`config.mk`:
```
export PLATFORM = sky130hd
export DESIGN_NAME = dsa_core
export DESIGN_NICKNAME = d
export VERILOG_FILES = /design/src/core/dsa_pkg.sv /design/src/core/dsa_core.sv /design/src/core/dsa_prod_shift.sv /design/src/core/dsa_stack.sv
export SDC_FILE = /design/constraint.sdc
export NUM_CORES = 1
export LEC_CHECK = 0
export ABC_AREA = 0
export BUFFER_PORTS_ARGS = -buffer_cell sky130_fd_sc_hd__buf_2
export CAP_MARGIN = 20
export CORE_MARGIN = 2
export CORE_UTILIZATION = 45
export CTS_BUF_LIST = sky130_fd_sc_hd__clkbuf_8
export CTS_CLUSTER_DIAMETER = 60
export DETAILED_ROUTE_END_ITERATION = 16
export PLACE_DENSITY = 0.73
export REMOVE_ABC_BUFFERS = 1
export SLEW_MARGIN = 20
export SYNTH_ARGS = -nofsm -noshare
export SYNTH_HDL_FRONTEND = slang
export SYNTH_SLANG_ARGS = --single-unit
```
`constraint.sdc`:
```
create_clock -name clk -period 4.8 [get_ports clk]
set_input_delay 0.24 -clock clk [delete_from_list [all_inputs] [get_ports clk]]
set_output_delay 0.24 -clock clk [all_outputs]
set_load 0.01 [all_outputs]
```
`src/core/dsa_pkg.sv`:
```
// Purpose: Shared types and constants of the accumulator/stack execution slice
// Assumes: 16-bit data words, 32-bit accumulator and product register
// Notes: Register map is reached through a plain strobe port
package dsa_pkg;

    // ************************************************************
    // Widths
    // ************************************************************
    localparam int DW = 16;
    localparam int AW = 16;
    localparam int RA_W = 4;
    localparam int STACK_DEPTH_DEF = 8;

    // ************************************************************
    // Register map (word index on the register port)
    // ************************************************************
    localparam logic [RA_W-1:0] REG_ACC_LO = 4'h0;
    localparam logic [RA_W-1:0] REG_ACC_HI = 4'h1;
    localparam logic [RA_W-1:0] REG_PROD_LO = 4'h2;
    localparam logic [RA_W-1:0] REG_PROD_HI = 4'h3;
    localparam logic [RA_W-1:0] REG_STATUS = 4'h4;
    localparam logic [RA_W-1:0] REG_RPT = 4'h5;
    localparam logic [RA_W-1:0] REG_STACK_TOP = 4'h6;
    localparam logic [RA_W-1:0] REG_PC = 4'h7;

    // ************************************************************
    // Status field positions and reset values
    // ************************************************************
    localparam int ST_CARRY = 0;
    localparam int ST_TEST = 1;
    localparam int ST_OVM = 2;
    localparam int ST_SXM = 3;
    localparam int ST_XF = 4;
    localparam int ST_PM_LO = 5;
    localparam logic RST_CARRY = 1'b0;
    localparam logic RST_TEST = 1'b0;
    localparam logic RST_OVM = 1'b0;
    localparam logic RST_SXM = 1'b1;
    localparam logic RST_XF = 1'b1;
    localparam logic [1:0] RST_PM = 2'h0;

    // Product shift codes
    localparam logic [1:0] PM_NONE = 2'h0;
    localparam logic [1:0] PM_LEFT1 = 2'h1;
    localparam logic [1:0] PM_LEFT4 = 2'h2;
    localparam int PM_RIGHT_AMT = 6;
    localparam int PM_LEFT_AMT = 4;

    typedef enum logic [4:0] {
        OP_NOP, OP_OR_MEM, OP_OR_IMM, OP_PORT_WRITE, OP_PRODUCT_TO_ACC,
        OP_STACK_TO_LOW_ACC, OP_STACK_TO_MEM, OP_MEM_ONTO_STACK,
        OP_LOW_ACC_ONTO_STACK, OP_SUB_EXIT, OP_COND_EXIT, OP_CLR_CARRY,
        OP_CLR_TEST, OP_CLR_OVM, OP_CLR_SXM, OP_CLR_XF, OP_ROT_LEFT,
        OP_ROT_RIGHT, OP_RPT_MEM, OP_RPT_IMM, OP_RPT_SHORT,
        OP_STORE_HIGH, OP_STORE_LOW, OP_STORE_AUX
    } dsa_op_t;

    typedef enum logic [1:0] {ST_IDLE, ST_BUS, ST_REPEAT} dsa_state_t;

    // One decoded instruction from fetch/decode
    typedef struct packed {
        dsa_op_t op;
        logic [DW-1:0] mem_data;
        logic [DW-1:0] imm;
        logic [DW-1:0] aux_value;
        logic [3:0] shift;
        logic [AW-1:0] addr;
        logic cond_met;
    } dsa_cmd_t;

    // External write cycle, strobes active low
    typedef struct packed {
        logic strobe_n;
        logic rw_n;
        logic io_space_select_n;
        logic [AW-1:0] addr;
        logic [DW-1:0] data;
    } dsa_bus_t;

endpackage

```
`src/core/dsa_core.sv`:
```
// Purpose: Execution slice: OR, port output, product move, stack, returns,
//          status clears, rotates, repeat and stores
// Assumes: Decoder supplies memory operand, aux value and condition result
// Notes: Stores and port writes run an external write cycle held to ready
//
// Added by the designer: the address-and-strobe port and the placing of the registers.
`timescale 1ns/1ns
`default_nettype none
module dsa_core
    import dsa_pkg::*;
#(
    parameter int STACK_DEPTH = STACK_DEPTH_DEF
)
(
    input wire logic clk,
    input wire logic rst_n,
    input wire logic cmd_valid,
    input wire dsa_cmd_t cmd,
    output logic cmd_ready,
    input wire logic bus_ready,
    output dsa_bus_t bus,
    output logic external_flag,
    output logic pc_load,
    output logic [AW-1:0] program_counter,
    input wire logic [RA_W-1:0] reg_addr,
    input wire logic [DW-1:0] reg_wdata,
    input wire logic reg_wr,
    input wire logic reg_rd,
    output logic [DW-1:0] reg_rdata
);

    // ************************************************************
    // State
    // ************************************************************
    typedef struct packed {
        dsa_state_t st;
        logic [31:0] acc;
        logic [31:0] prod;
        logic carry;
        logic test_flag;
        logic overflow_mode_bit;
        logic sign_extend_mode;
        logic xf;
        logic [1:0] product_shift_mode;
        logic [DW-1:0] repeat_counter;
        dsa_cmd_t held;
        dsa_bus_t bus;
        logic pc_load;
        logic [AW-1:0] pc;
        logic ready;
        logic [DW-1:0] rdata;
    } dsa_core_state_t;

    dsa_core_state_t s_ff;
    dsa_core_state_t nxt_s;
    logic go;
    dsa_cmd_t c;
    logic push;
    logic pop;
    logic [DW-1:0] push_data;
    logic [DW-1:0] stack_top;
    logic [31:0] prod_shifted;
    logic [31:0] or_operand;
    logic [31:0] store_copy;
    logic [DW-1:0] status_word;

    dsa_stack #(.DEPTH(STACK_DEPTH)) u_stack (
        .clk(clk),
        .rst_n(rst_n),
        .push(push),
        .pop(pop),
        .push_data(push_data),
        .top(stack_top)
    );

    dsa_prod_shift u_pshift (
        .prod(s_ff.prod),
        .product_shift_mode(s_ff.product_shift_mode),
        .shifted(prod_shifted)
    );

    always_comb
    begin
        status_word = '0;
        status_word[ST_CARRY] = s_ff.carry;
        status_word[ST_TEST] = s_ff.test_flag;
        status_word[ST_OVM] = s_ff.overflow_mode_bit;
        status_word[ST_SXM] = s_ff.sign_extend_mode;
        status_word[ST_XF] = s_ff.xf;
        status_word[ST_PM_LO +: 2] = s_ff.product_shift_mode;
    end

    // ************************************************************
    // Next state
    // ************************************************************
    always_comb
    begin
        nxt_s = s_ff;
        nxt_s.pc_load = 1'b0;
        push = 1'b0;
        pop = 1'b0;
        push_data = '0;
        go = 1'b0;
        c = cmd;
        case (s_ff.st)
            ST_IDLE:
                go = cmd_valid;
            ST_REPEAT:
            begin
                go = 1'b1;
                c = s_ff.held;
            end
            ST_BUS:
                if (bus_ready)
                begin
                    // Write cycle ends on ready, exactly like memory writes
                    nxt_s.bus.strobe_n = 1'b1;
                    nxt_s.bus.rw_n = 1'b1;
                    nxt_s.bus.io_space_select_n = 1'b1;
                    nxt_s.st = (s_ff.repeat_counter != '0) ? ST_REPEAT
                                                            : ST_IDLE;
                end
            default:
                nxt_s.st = ST_IDLE;
        endcase

        // Operand shifted within a 32-bit field; outside bits stay zero
        or_operand = {16'h0000, (c.op == OP_OR_IMM) ? c.imm : c.mem_data}
                     << c.shift;
        store_copy = s_ff.acc << c.shift[2:0];

        if (go)
        begin
            // Repeat bookkeeping: the current run plus counter more runs
            if (s_ff.st == ST_REPEAT)
                nxt_s.repeat_counter = s_ff.repeat_counter - 16'h0001;
            else
                nxt_s.held = c;
            nxt_s.st = (nxt_s.repeat_counter != '0) ? ST_REPEAT : ST_IDLE;
            nxt_s.bus.addr = c.addr;
            nxt_s.bus.io_space_select_n = 1'b1;
            case (c.op)
                OP_OR_MEM, OP_OR_IMM:
                    nxt_s.acc = s_ff.acc | or_operand;
                OP_PORT_WRITE:
                begin
                    nxt_s.bus.data = c.mem_data;
                    nxt_s.bus.io_space_select_n = 1'b0;
                end
                OP_PRODUCT_TO_ACC:
                    nxt_s.acc = prod_shifted;
                OP_STACK_TO_LOW_ACC:
                begin
                    nxt_s.acc = {16'h0000, stack_top};
                    pop = 1'b1;
                end
                OP_STACK_TO_MEM:
                begin
                    nxt_s.bus.data = stack_top;
                    pop = 1'b1;
                end
                OP_MEM_ONTO_STACK:
                begin
                    push = 1'b1;
                    push_data = c.mem_data;
                end
                OP_LOW_ACC_ONTO_STACK:
                begin
                    push = 1'b1;
                    push_data = s_ff.acc[15:0];
                end
                OP_SUB_EXIT, OP_COND_EXIT:
                    // Decoder folds every listed condition into cond_met
                    if (c.op == OP_SUB_EXIT || c.cond_met)
                    begin
                        nxt_s.pc = stack_top;
                        nxt_s.pc_load = 1'b1;
                        pop = 1'b1;
                    end
                OP_CLR_CARRY:
                    nxt_s.carry = 1'b0;
                OP_CLR_TEST:
                    nxt_s.test_flag = 1'b0;
                OP_CLR_OVM:
                    nxt_s.overflow_mode_bit = 1'b0;
                OP_CLR_SXM:
                    nxt_s.sign_extend_mode = 1'b0;
                OP_CLR_XF:
                    nxt_s.xf = 1'b0;
                OP_ROT_LEFT:
                    {nxt_s.carry, nxt_s.acc} = {s_ff.acc, s_ff.carry};
                OP_ROT_RIGHT:
                    {nxt_s.acc, nxt_s.carry} = {s_ff.carry, s_ff.acc};
                OP_RPT_MEM:
                    nxt_s.repeat_counter = {8'h00, c.mem_data[7:0]};
                OP_RPT_IMM:
                    nxt_s.repeat_counter = c.imm;
                OP_RPT_SHORT:
                    nxt_s.repeat_counter = {8'h00, c.imm[7:0]};
                OP_STORE_HIGH:
                    nxt_s.bus.data = store_copy[31:16];
                OP_STORE_LOW:
                    nxt_s.bus.data = store_copy[15:0];
                OP_STORE_AUX:
                    nxt_s.bus.data = c.aux_value;
                default:
                    nxt_s.acc = s_ff.acc;
            endcase
            // A repeat load never counts as a repeated instruction
            if (c.op == OP_RPT_MEM || c.op == OP_RPT_IMM ||
                c.op == OP_RPT_SHORT)
                nxt_s.st = ST_IDLE;
            case (c.op)
                OP_PORT_WRITE, OP_STACK_TO_MEM, OP_STORE_HIGH,
                OP_STORE_LOW, OP_STORE_AUX:
                begin
                    nxt_s.st = ST_BUS;
                    nxt_s.bus.strobe_n = 1'b0;
                    nxt_s.bus.rw_n = 1'b0;
                end
                default:
                    nxt_s.bus.strobe_n = 1'b1;
            endcase
        end

        // Register port; software writes land after the instruction
        if (reg_wr)
        begin
            case (reg_addr)
                REG_ACC_LO: nxt_s.acc[15:0] = reg_wdata;
                REG_ACC_HI: nxt_s.acc[31:16] = reg_wdata;
                REG_PROD_LO: nxt_s.prod[15:0] = reg_wdata;
                REG_PROD_HI: nxt_s.prod[31:16] = reg_wdata;
                REG_STATUS:
                begin
                    nxt_s.carry = reg_wdata[ST_CARRY];
                    nxt_s.test_flag = reg_wdata[ST_TEST];
                    nxt_s.overflow_mode_bit = reg_wdata[ST_OVM];
                    nxt_s.sign_extend_mode = reg_wdata[ST_SXM];
                    nxt_s.xf = reg_wdata[ST_XF];
                    nxt_s.product_shift_mode = reg_wdata[ST_PM_LO +: 2];
                end
                default: nxt_s.rdata = s_ff.rdata;
            endcase
        end
        nxt_s.rdata = '0;
        if (reg_rd)
        begin
            case (reg_addr)
                REG_ACC_LO: nxt_s.rdata = s_ff.acc[15:0];
                REG_ACC_HI: nxt_s.rdata = s_ff.acc[31:16];
                REG_PROD_LO: nxt_s.rdata = s_ff.prod[15:0];
                REG_PROD_HI: nxt_s.rdata = s_ff.prod[31:16];
                REG_STATUS: nxt_s.rdata = status_word;
                REG_RPT: nxt_s.rdata = s_ff.repeat_counter;
                REG_STACK_TOP: nxt_s.rdata = stack_top;
                REG_PC: nxt_s.rdata = s_ff.pc;
                default: nxt_s.rdata = '0;
            endcase
        end
        nxt_s.ready = (nxt_s.st == ST_IDLE);
    end

    // ************************************************************
    // Registers
    // ************************************************************
    always_ff @(posedge clk or negedge rst_n)
    begin
        if (!rst_n)
        begin
            s_ff <= '0;
            s_ff.st <= ST_IDLE;
            s_ff.carry <= RST_CARRY;
            s_ff.test_flag <= RST_TEST;
            s_ff.overflow_mode_bit <= RST_OVM;
            s_ff.sign_extend_mode <= RST_SXM;
            s_ff.xf <= RST_XF;
            s_ff.product_shift_mode <= RST_PM;
            s_ff.bus.strobe_n <= 1'b1;
            s_ff.bus.rw_n <= 1'b1;
            s_ff.bus.io_space_select_n <= 1'b1;
            s_ff.ready <= 1'b1;
        end
        else
            s_ff <= nxt_s;
    end

    assign cmd_ready = s_ff.ready;
    assign bus = s_ff.bus;
    assign external_flag = s_ff.xf;
    assign pc_load = s_ff.pc_load;
    assign program_counter = s_ff.pc;
    assign reg_rdata = s_ff.rdata;
endmodule
`default_nettype wire

```
`src/core/dsa_prod_shift.sv`:
```
// Purpose: Product register output shifter
// Assumes: Two-bit product_shift_mode code
// Notes: Pure combinational
`timescale 1ns/1ns
`default_nettype none
module dsa_prod_shift
    import dsa_pkg::*;
(
    input wire logic [31:0] prod,
    input wire logic [1:0] product_shift_mode,
    output logic [31:0] shifted
);
    always_comb
    begin
        case (product_shift_mode)
            PM_NONE: shifted = prod;
            PM_LEFT1: shifted = {prod[30:0], 1'b0};
            PM_LEFT4: shifted = prod << PM_LEFT_AMT;
            default: shifted = $signed(prod) >>> PM_RIGHT_AMT;
        endcase
    end
endmodule
`default_nettype wire

```
`src/core/dsa_stack.sv`:
```
// Purpose: Hardware return/data stack
// Assumes: Push and pop never in the same cycle
// Notes: Bottom level copies into itself on pop, as usual for such stacks
`timescale 1ns/1ns
`default_nettype none
module dsa_stack
    import dsa_pkg::*;
#(
    parameter int DEPTH = STACK_DEPTH_DEF
)
(
    input wire logic clk,
    input wire logic rst_n,
    input wire logic push,
    input wire logic pop,
    input wire logic [DW-1:0] push_data,
    output logic [DW-1:0] top
);
    logic [DW-1:0] lvl_ff [DEPTH];

    always_ff @(posedge clk or negedge rst_n)
    begin
        if (!rst_n)
            lvl_ff[0] <= '0;
        else if (push)
            lvl_ff[0] <= push_data;
        else if (pop)
            lvl_ff[0] <= lvl_ff[1];
    end

    genvar i;
    generate
        for (i = 1; i < DEPTH; i++)
        begin : g_lvl
            always_ff @(posedge clk or negedge rst_n)
            begin
                if (!rst_n)
                    lvl_ff[i] <= '0;
                else if (push)
                    lvl_ff[i] <= lvl_ff[i-1];
                else if (pop && i < DEPTH - 1)
                    lvl_ff[i] <= lvl_ff[(i + 1) % DEPTH];
            end
        end
    endgenerate

    assign top = lvl_ff[0];
endmodule
`default_nettype wire

```
**Yosys cells after proc, flatten, opt, wreduce, memory -nomap -nowiden**

Index checks and enable logic that the tools add are counted.

- Flip-flop bits (word level): 360
- Logic and storage cells: 159
- Output and inout port bits: 70
- Bits of input ports: 100

- Eq/ne operators: 34
- Multiplexer cells: 59
- Shift operators: 2
- Add/subtract/negate cells: 1
- Reduce and logical (&&, ||, !) cells: 26
- Bitwise operators: 2

Operators by type and width:

| cell | number |
|---|---|
| $mux 16 | 23 |
| $pmux 32 s5 | 1 |
| $pmux 16 s8 | 1 |
| $pmux 32 s3 | 1 |
| $pmux 16 s5 | 1 |
| $mux 74 | 1 |
| $mux 71 | 1 |
| $mux 52 | 1 |
| $pmux 16 s3 | 1 |
| $eq 5x4->1 const B | 8 |
| $eq 5x5->1 const B | 8 |
| $mux 17 | 2 |
| $mux 34 | 1 |
| $or 32x32->32 | 1 |
| $pmux 16 s2 | 1 |
| $reduce_bool 16->1 | 2 |
| $shl 16x4->32 | 1 |
| $shl 32x3->32 | 1 |
| $eq 5x3->1 const B | 4 |
| $eq 4x3->1 const B | 4 |
| $sub 16x1->16 const B | 1 |
| $reduce_and 2->1 | 6 |
| $mux 1 | 11 |
| $eq 5x2->1 const B | 2 |
| other kinds (21) | 40 |

**Logic depth before layout (Yosys ltp)**

- Depth in word-level cells: 10
- Depth in mapped cells: 13
- Depth with buffers taken out: 10

**Hierarchy**

From an unflattened synthesis, not the netlist that was laid out.

- Cell total of the unflattened synthesis: 2375
- Area, all modules: 22721.8 um^2

Modules (own cells, without submodules):

| module | instances | area each (um^2) | seq. area each (um^2) | cells an instance |
|---|---|---|---|---|
| dsa_core | 1 | 15959.1 | 5813.1 | 1789 |
| dsa_stack | 1 | 5945.7 | 3203.1 | 536 |
| dsa_prod_shift | 1 | 817.0 | 0.0 | 50 |

**Worst setup path after synthesis**

No wires, ideal clock.

- Kind: register to register
- Start: register s_ff[230] (netlist name)
- End: register s_ff[215] (netlist name)
- Setup time: 0.131 ns
- Cell stages (with the launch flop): 11
- Clock period less this slack: 2.773 ns
- Required time: 4.669 ns
- Buffers on the path: 2
- Path slack: 2.027 ns
- Arrival: 2.642 ns
- Cell sequence: dfrtp_1 > or4b_1 > o31a_1 > buf_2 > nor3_4 > buf_4 > mux4_2 > mux2_2 > o221a_2 > o221ai_1 > o21ai_0

RTL lines:

| item | RTL line | text |
|---|---|---|
| from (decl) | dsa_core.sv:54 | `dsa_core_state_t s_ff;` |
| from (signal assigned) | dsa_core.sv:285 | `s_ff <= nxt_s;` |

**Final worst setup path**

- Start: register s_ff[230] (netlist name)
- End: register bus[3] (netlist name)

- Cells in the longest elaborated chain, start to end: 5
- Elaborated cells between the ends (all ways): 13
- Classes of those cells: eq/ne: 6; shift: 1; mux: 3; reduce/logical: 3

RTL lines:

| item | RTL line | text |
|---|---|---|
| $eq 2x2->1 | dsa_core.sv:105 | `case (s_ff.st)` |
| $mux 74 | dsa_core.sv:105 |  |
| $eq 5x2->1 (tied with other cells) | dsa_core.sv:142 | `case (c.op)` |
| $reduce_bool 5->1 (no source line) | n/a |  |
| $reduce_and 2->1 (no source line) | n/a |  |

Several ways; a longest one is shown, not always the timed one.
A chain may end at the register's enable or synchronous reset.

==> impl_metrics.json <==
{
  "grt_overflow_total": 0,
  "route.detailed.vias_per_inst": 6.31,
  "synthesis.yosys.warnings": 0,
  "initial_antenna_violation_count": 4,
  "drt_iter0_markers": 2573,
  "part_of_the_power_in_combinational_logic": 0.497,
  "clock_latency_of_the_later_clocked_register_in_the_worst_skew_pair_ps": 680,
  "cts.clk_slew.worst_paths_ps": 60,
  "fp.dieArea_mm2": 0.0527,
  "route.met3.wl_um": 7480,
  "total_net_switching_power_mw": 8.46,
  "grt_first_pass_wirelength_um": 126000,
  "synth.ff_latch_count": 360,
  "hpwl_um": 59000,
  "ir_drop_uv": 366,
  "layout.nets": 2626,
  "die_height_um": 230,
  "firstDrtPassIters": 12,
  "tightestPinTransition_ps": 1150,
  "cts_sinks": 360,
  "largest_net_degree_at_the_start_of_global_routing": 127,
  "post_synth_inst_count": 2422,
  "detail_route.wirelength_um": 83400,
  "drt_drc_violations_left": 0,
  "vias": 20500,
  "fill_cells": 4626,
  "hold-worst-slack_ps": 24.7,
  "grt_use_total": 0.313,
  "critical_path.cell_chain": "nand2b_4, buf_4, nand2_1, nand2_1, buf_4, nor3_1, buf_4, a2111oi_0, o21ai_0",
  "bufs_on_longest_clock_path": 3,
  "synth.lib_cells_used.distinct": 89,
  "fraction_of_power_spent_switching_nets": 0.476,
  "p_int_mw": 9.31,
  "worst_clock_skew_ps": 49.4,
  "fp-row-count": 82,
  "antenna_cells_inserted": 0,
  "final-max-slew-violation-count": 0,
  "cts-resized-gates": 0,
  "layout_cells_sized_above_1": 0.216,
  "layout.cells.non_filler": 3245,
  "dp.cells": 3057,
  "routabilityCongestion": 1.01,
  "highest_layer": "met5",
  "dp_slack_ps": 857,
  "slew_headroom": 0.214,
  "rsz_0062_raised_after_global_routing": "no",
  "mostFrequentLayoutCells": "396 x sky130_fd_sc_hd__nand2_1, 353 x sky130_fd_sc_hd__dfrtp_1, 279 x sky130_fd_sc_hd__mux2i_1, 192 x sky130_fd_sc_hd__o21ai_0, 168 x sky130_fd_sc_hd__buf_2",
  "cts_tree": "built",
  "setup_viol": 0,
  "critPathSlowestCell": "sky130_fd_sc_hd__a2111oi_0",
  "fin_setup_tns_ps": 0,
  "boundaryPins": 170,
  "critPathArrivalTime_ps": 4550,
  "post_cts.repair.setup_buffers": 0,
  "port_buffers": 169,
  "final_core_utilization": 0.516,
  "initial_utilization": 0.457,
  "post-layout-total-power_mw": 17.8,
  "synth_top_area_cell": "sky130_fd_sc_hd__dfrtp_1",
  "critical_path.max_fanout": 39,
  "postSynthAreaPerCell_um2": 9.46,
  "synthFlopType": "sky130_fd_sc_hd__dfrtp_1",
  "fmax_mhz": 247,
  "tritoncts.num_buffers": 69,
  "power_density_mw_per_mm2": 687,
  "cellLeakagePower_nw": 12.0,
  "synth_sequential_area_ratio": 0.394,
  "synth_area_mm2": 0.0229,
  "seq_power_share": 0.320,
  "status": "completed",
  "finalHoldViolCount": 0,
  "metal2_wl_um": 37500,
  "max_cap_violation_count": 0,
  "layout-area-overhead-vs-synth_pct": 13.0,
  "core_mm2": 0.0502,
  "synthArstFlopShare": 1.00,
  "first_global_vias": 20000,
  "worstPathRequired_ps": 5310,
  "finalCritPeriodShare": 0.842,
  "placed_area_mm2": 0.0237,
  "synth_enable_flop_cells": 0,
  "antenna_violating_nets_post_route": 0,
  "critical_path.most_common_cell": "sky130_fd_sc_hd__buf_4",
  "htree_num_levels": 3,
  "wl_met1_um": 33600,
  "final_cell_area_mm2": 0.0259,
  "mostFrequentLayoutCell": "sky130_fd_sc_hd__nand2_1",
  "post_synth_main_area_contributors": "sky130_fd_sc_hd__dfrtp_1 39%, sky130_fd_sc_hd__mux2i_1 12%, sky130_fd_sc_hd__mux2_2 6.8%",
  "class_of_the_most_critical_hold_timing_path": "in -> async",
  "share_clk_of_total_power": 0.183,
  "fin_crit_ps": 4040,
  "end_kind": "flop",
  "worst_setup_path_start_kind": "flop",
  "die_x_um": 230,
  "average_routed_wire_per_standard_cell_um": 25.7,
  "kind_of_critical_path": "reg -> reg",
  "share_of_the_synthesized_area_in_the_top_cell_type": 0.387,
  "fin_ws_ps": 759,
  "crit_path_max_incr_delay_ps": 710,
  "clockRootBuffer": "sky130_fd_sc_hd__clkbuf_8"
}
[critical path, delay by kind of cell, from the launching register on]
family | cells | cell delay, ps
flip-flops | 1 | 690
AND/OR/NAND/NOR | 4 | 1230
AO/OA/AOI/OAI | 2 | 870
buffers and inverters | 3 | 1030
[per-layer routing]
metal	vias up	GRT usage
li1	9042	-
met1	10100	0.408
met2	1103	0.476
met3	255	0.0764
met4	4	0.177
met5	-	0
[flip-flops by register name, indices dropped and copies added (netlist names), 16 cells and up]
| register | cells |
|---|---|
| u_stack.lvl_ff | 112 |
| reg_rdata | 16 |
| u_stack.top | 16 |
| s_ff | 162 |
| program_counter | 16 |
| bus | 35 |
[layout make-up]
cell class                 count  area (µm²)  area share
clock buffer                  89        1220      0.0473
timing repair buffer         302        2110      0.0814
sequential                   360        9020       0.348
multi-input combinational   1783       12400       0.480
clock inverter                30         236     0.00914
inverter                       9        33.8     0.00131
tap                          672         841      0.0325
[cells in the mapped netlist, types with 46 or more instances]
| master | number |
|---|---|
| sky130_fd_sc_hd__a21oi_1 | 94 |
| sky130_fd_sc_hd__a22oi_1 | 85 |
| sky130_fd_sc_hd__a31oi_1 | 46 |
| sky130_fd_sc_hd__buf_2 | 47 |
| sky130_fd_sc_hd__buf_4 | 92 |
| sky130_fd_sc_hd__clkbuf_1 | 111 |
| sky130_fd_sc_hd__dfrtp_1 | 354 |
| sky130_fd_sc_hd__mux2_2 | 138 |
| sky130_fd_sc_hd__mux2i_1 | 281 |
| sky130_fd_sc_hd__nand2_1 | 396 |
| sky130_fd_sc_hd__nor2_1 | 126 |
| sky130_fd_sc_hd__o21ai_0 | 192 |
[power groups by stage]
stage | registers [mW] | logic (mW) | clock network [mW]
6_report | 5.69 | 8.84 | 3.25
3_3_place_gp | 5.57 | 8.50 | 0
4_1_cts | 5.57 | 8.66 | 3.31
3_5_place_dp | 5.61 | 8.59 | 0
2_1_floorplan | 5.01 | 5.99 | 0
5_1_grt | 5.73 | 9.46 | 3.46
[final timing paths]
kind | startpoint | endpoint | slack [ps] | cells past startpoint
setup reg to reg | s_ff[230]$_DFF_PN0_ | bus[3]$_DFFE_PN0P_ | 760 | 9
hold / removal | rst_n | bus[1]$_DFFE_PN0P_ | 20 | 2
max in group asynchronous | rst_n | s_ff[100]$_DFFE_PN0P_ | 3420 | 4
hold reg to reg | bus[15]$_DFFE_PN0P_ | bus[15]$_DFFE_PN0P_ | 480 | 2
setup / recovery | s_ff[230]$_DFF_PN0_ | bus[3]$_DFFE_PN0P_ | 760 | 9
min in group clk | cmd[52] | s_ff[121]$_DFFE_PN0P_ | 50 | 4
[repair_timing]
| action | CTS | global route |
|---|---|---|
| hold buffers | 68 | 0 |
| hold endpoints to repair | 257 | 0 |
| endpoints found under the setup margin | 0 | 0 |
[logic make-up after synthesis]
group           count (synthesis)  synth area share
simple gates                  687             0.131
flops                         360             0.394
mux                           457             0.227
fa+ha+maj                       1          0.000546
xor+xnor                        6           0.00229
compound gates                632             0.178
buf+inv                       279            0.0673
Power figures use the tool's default switching activity.
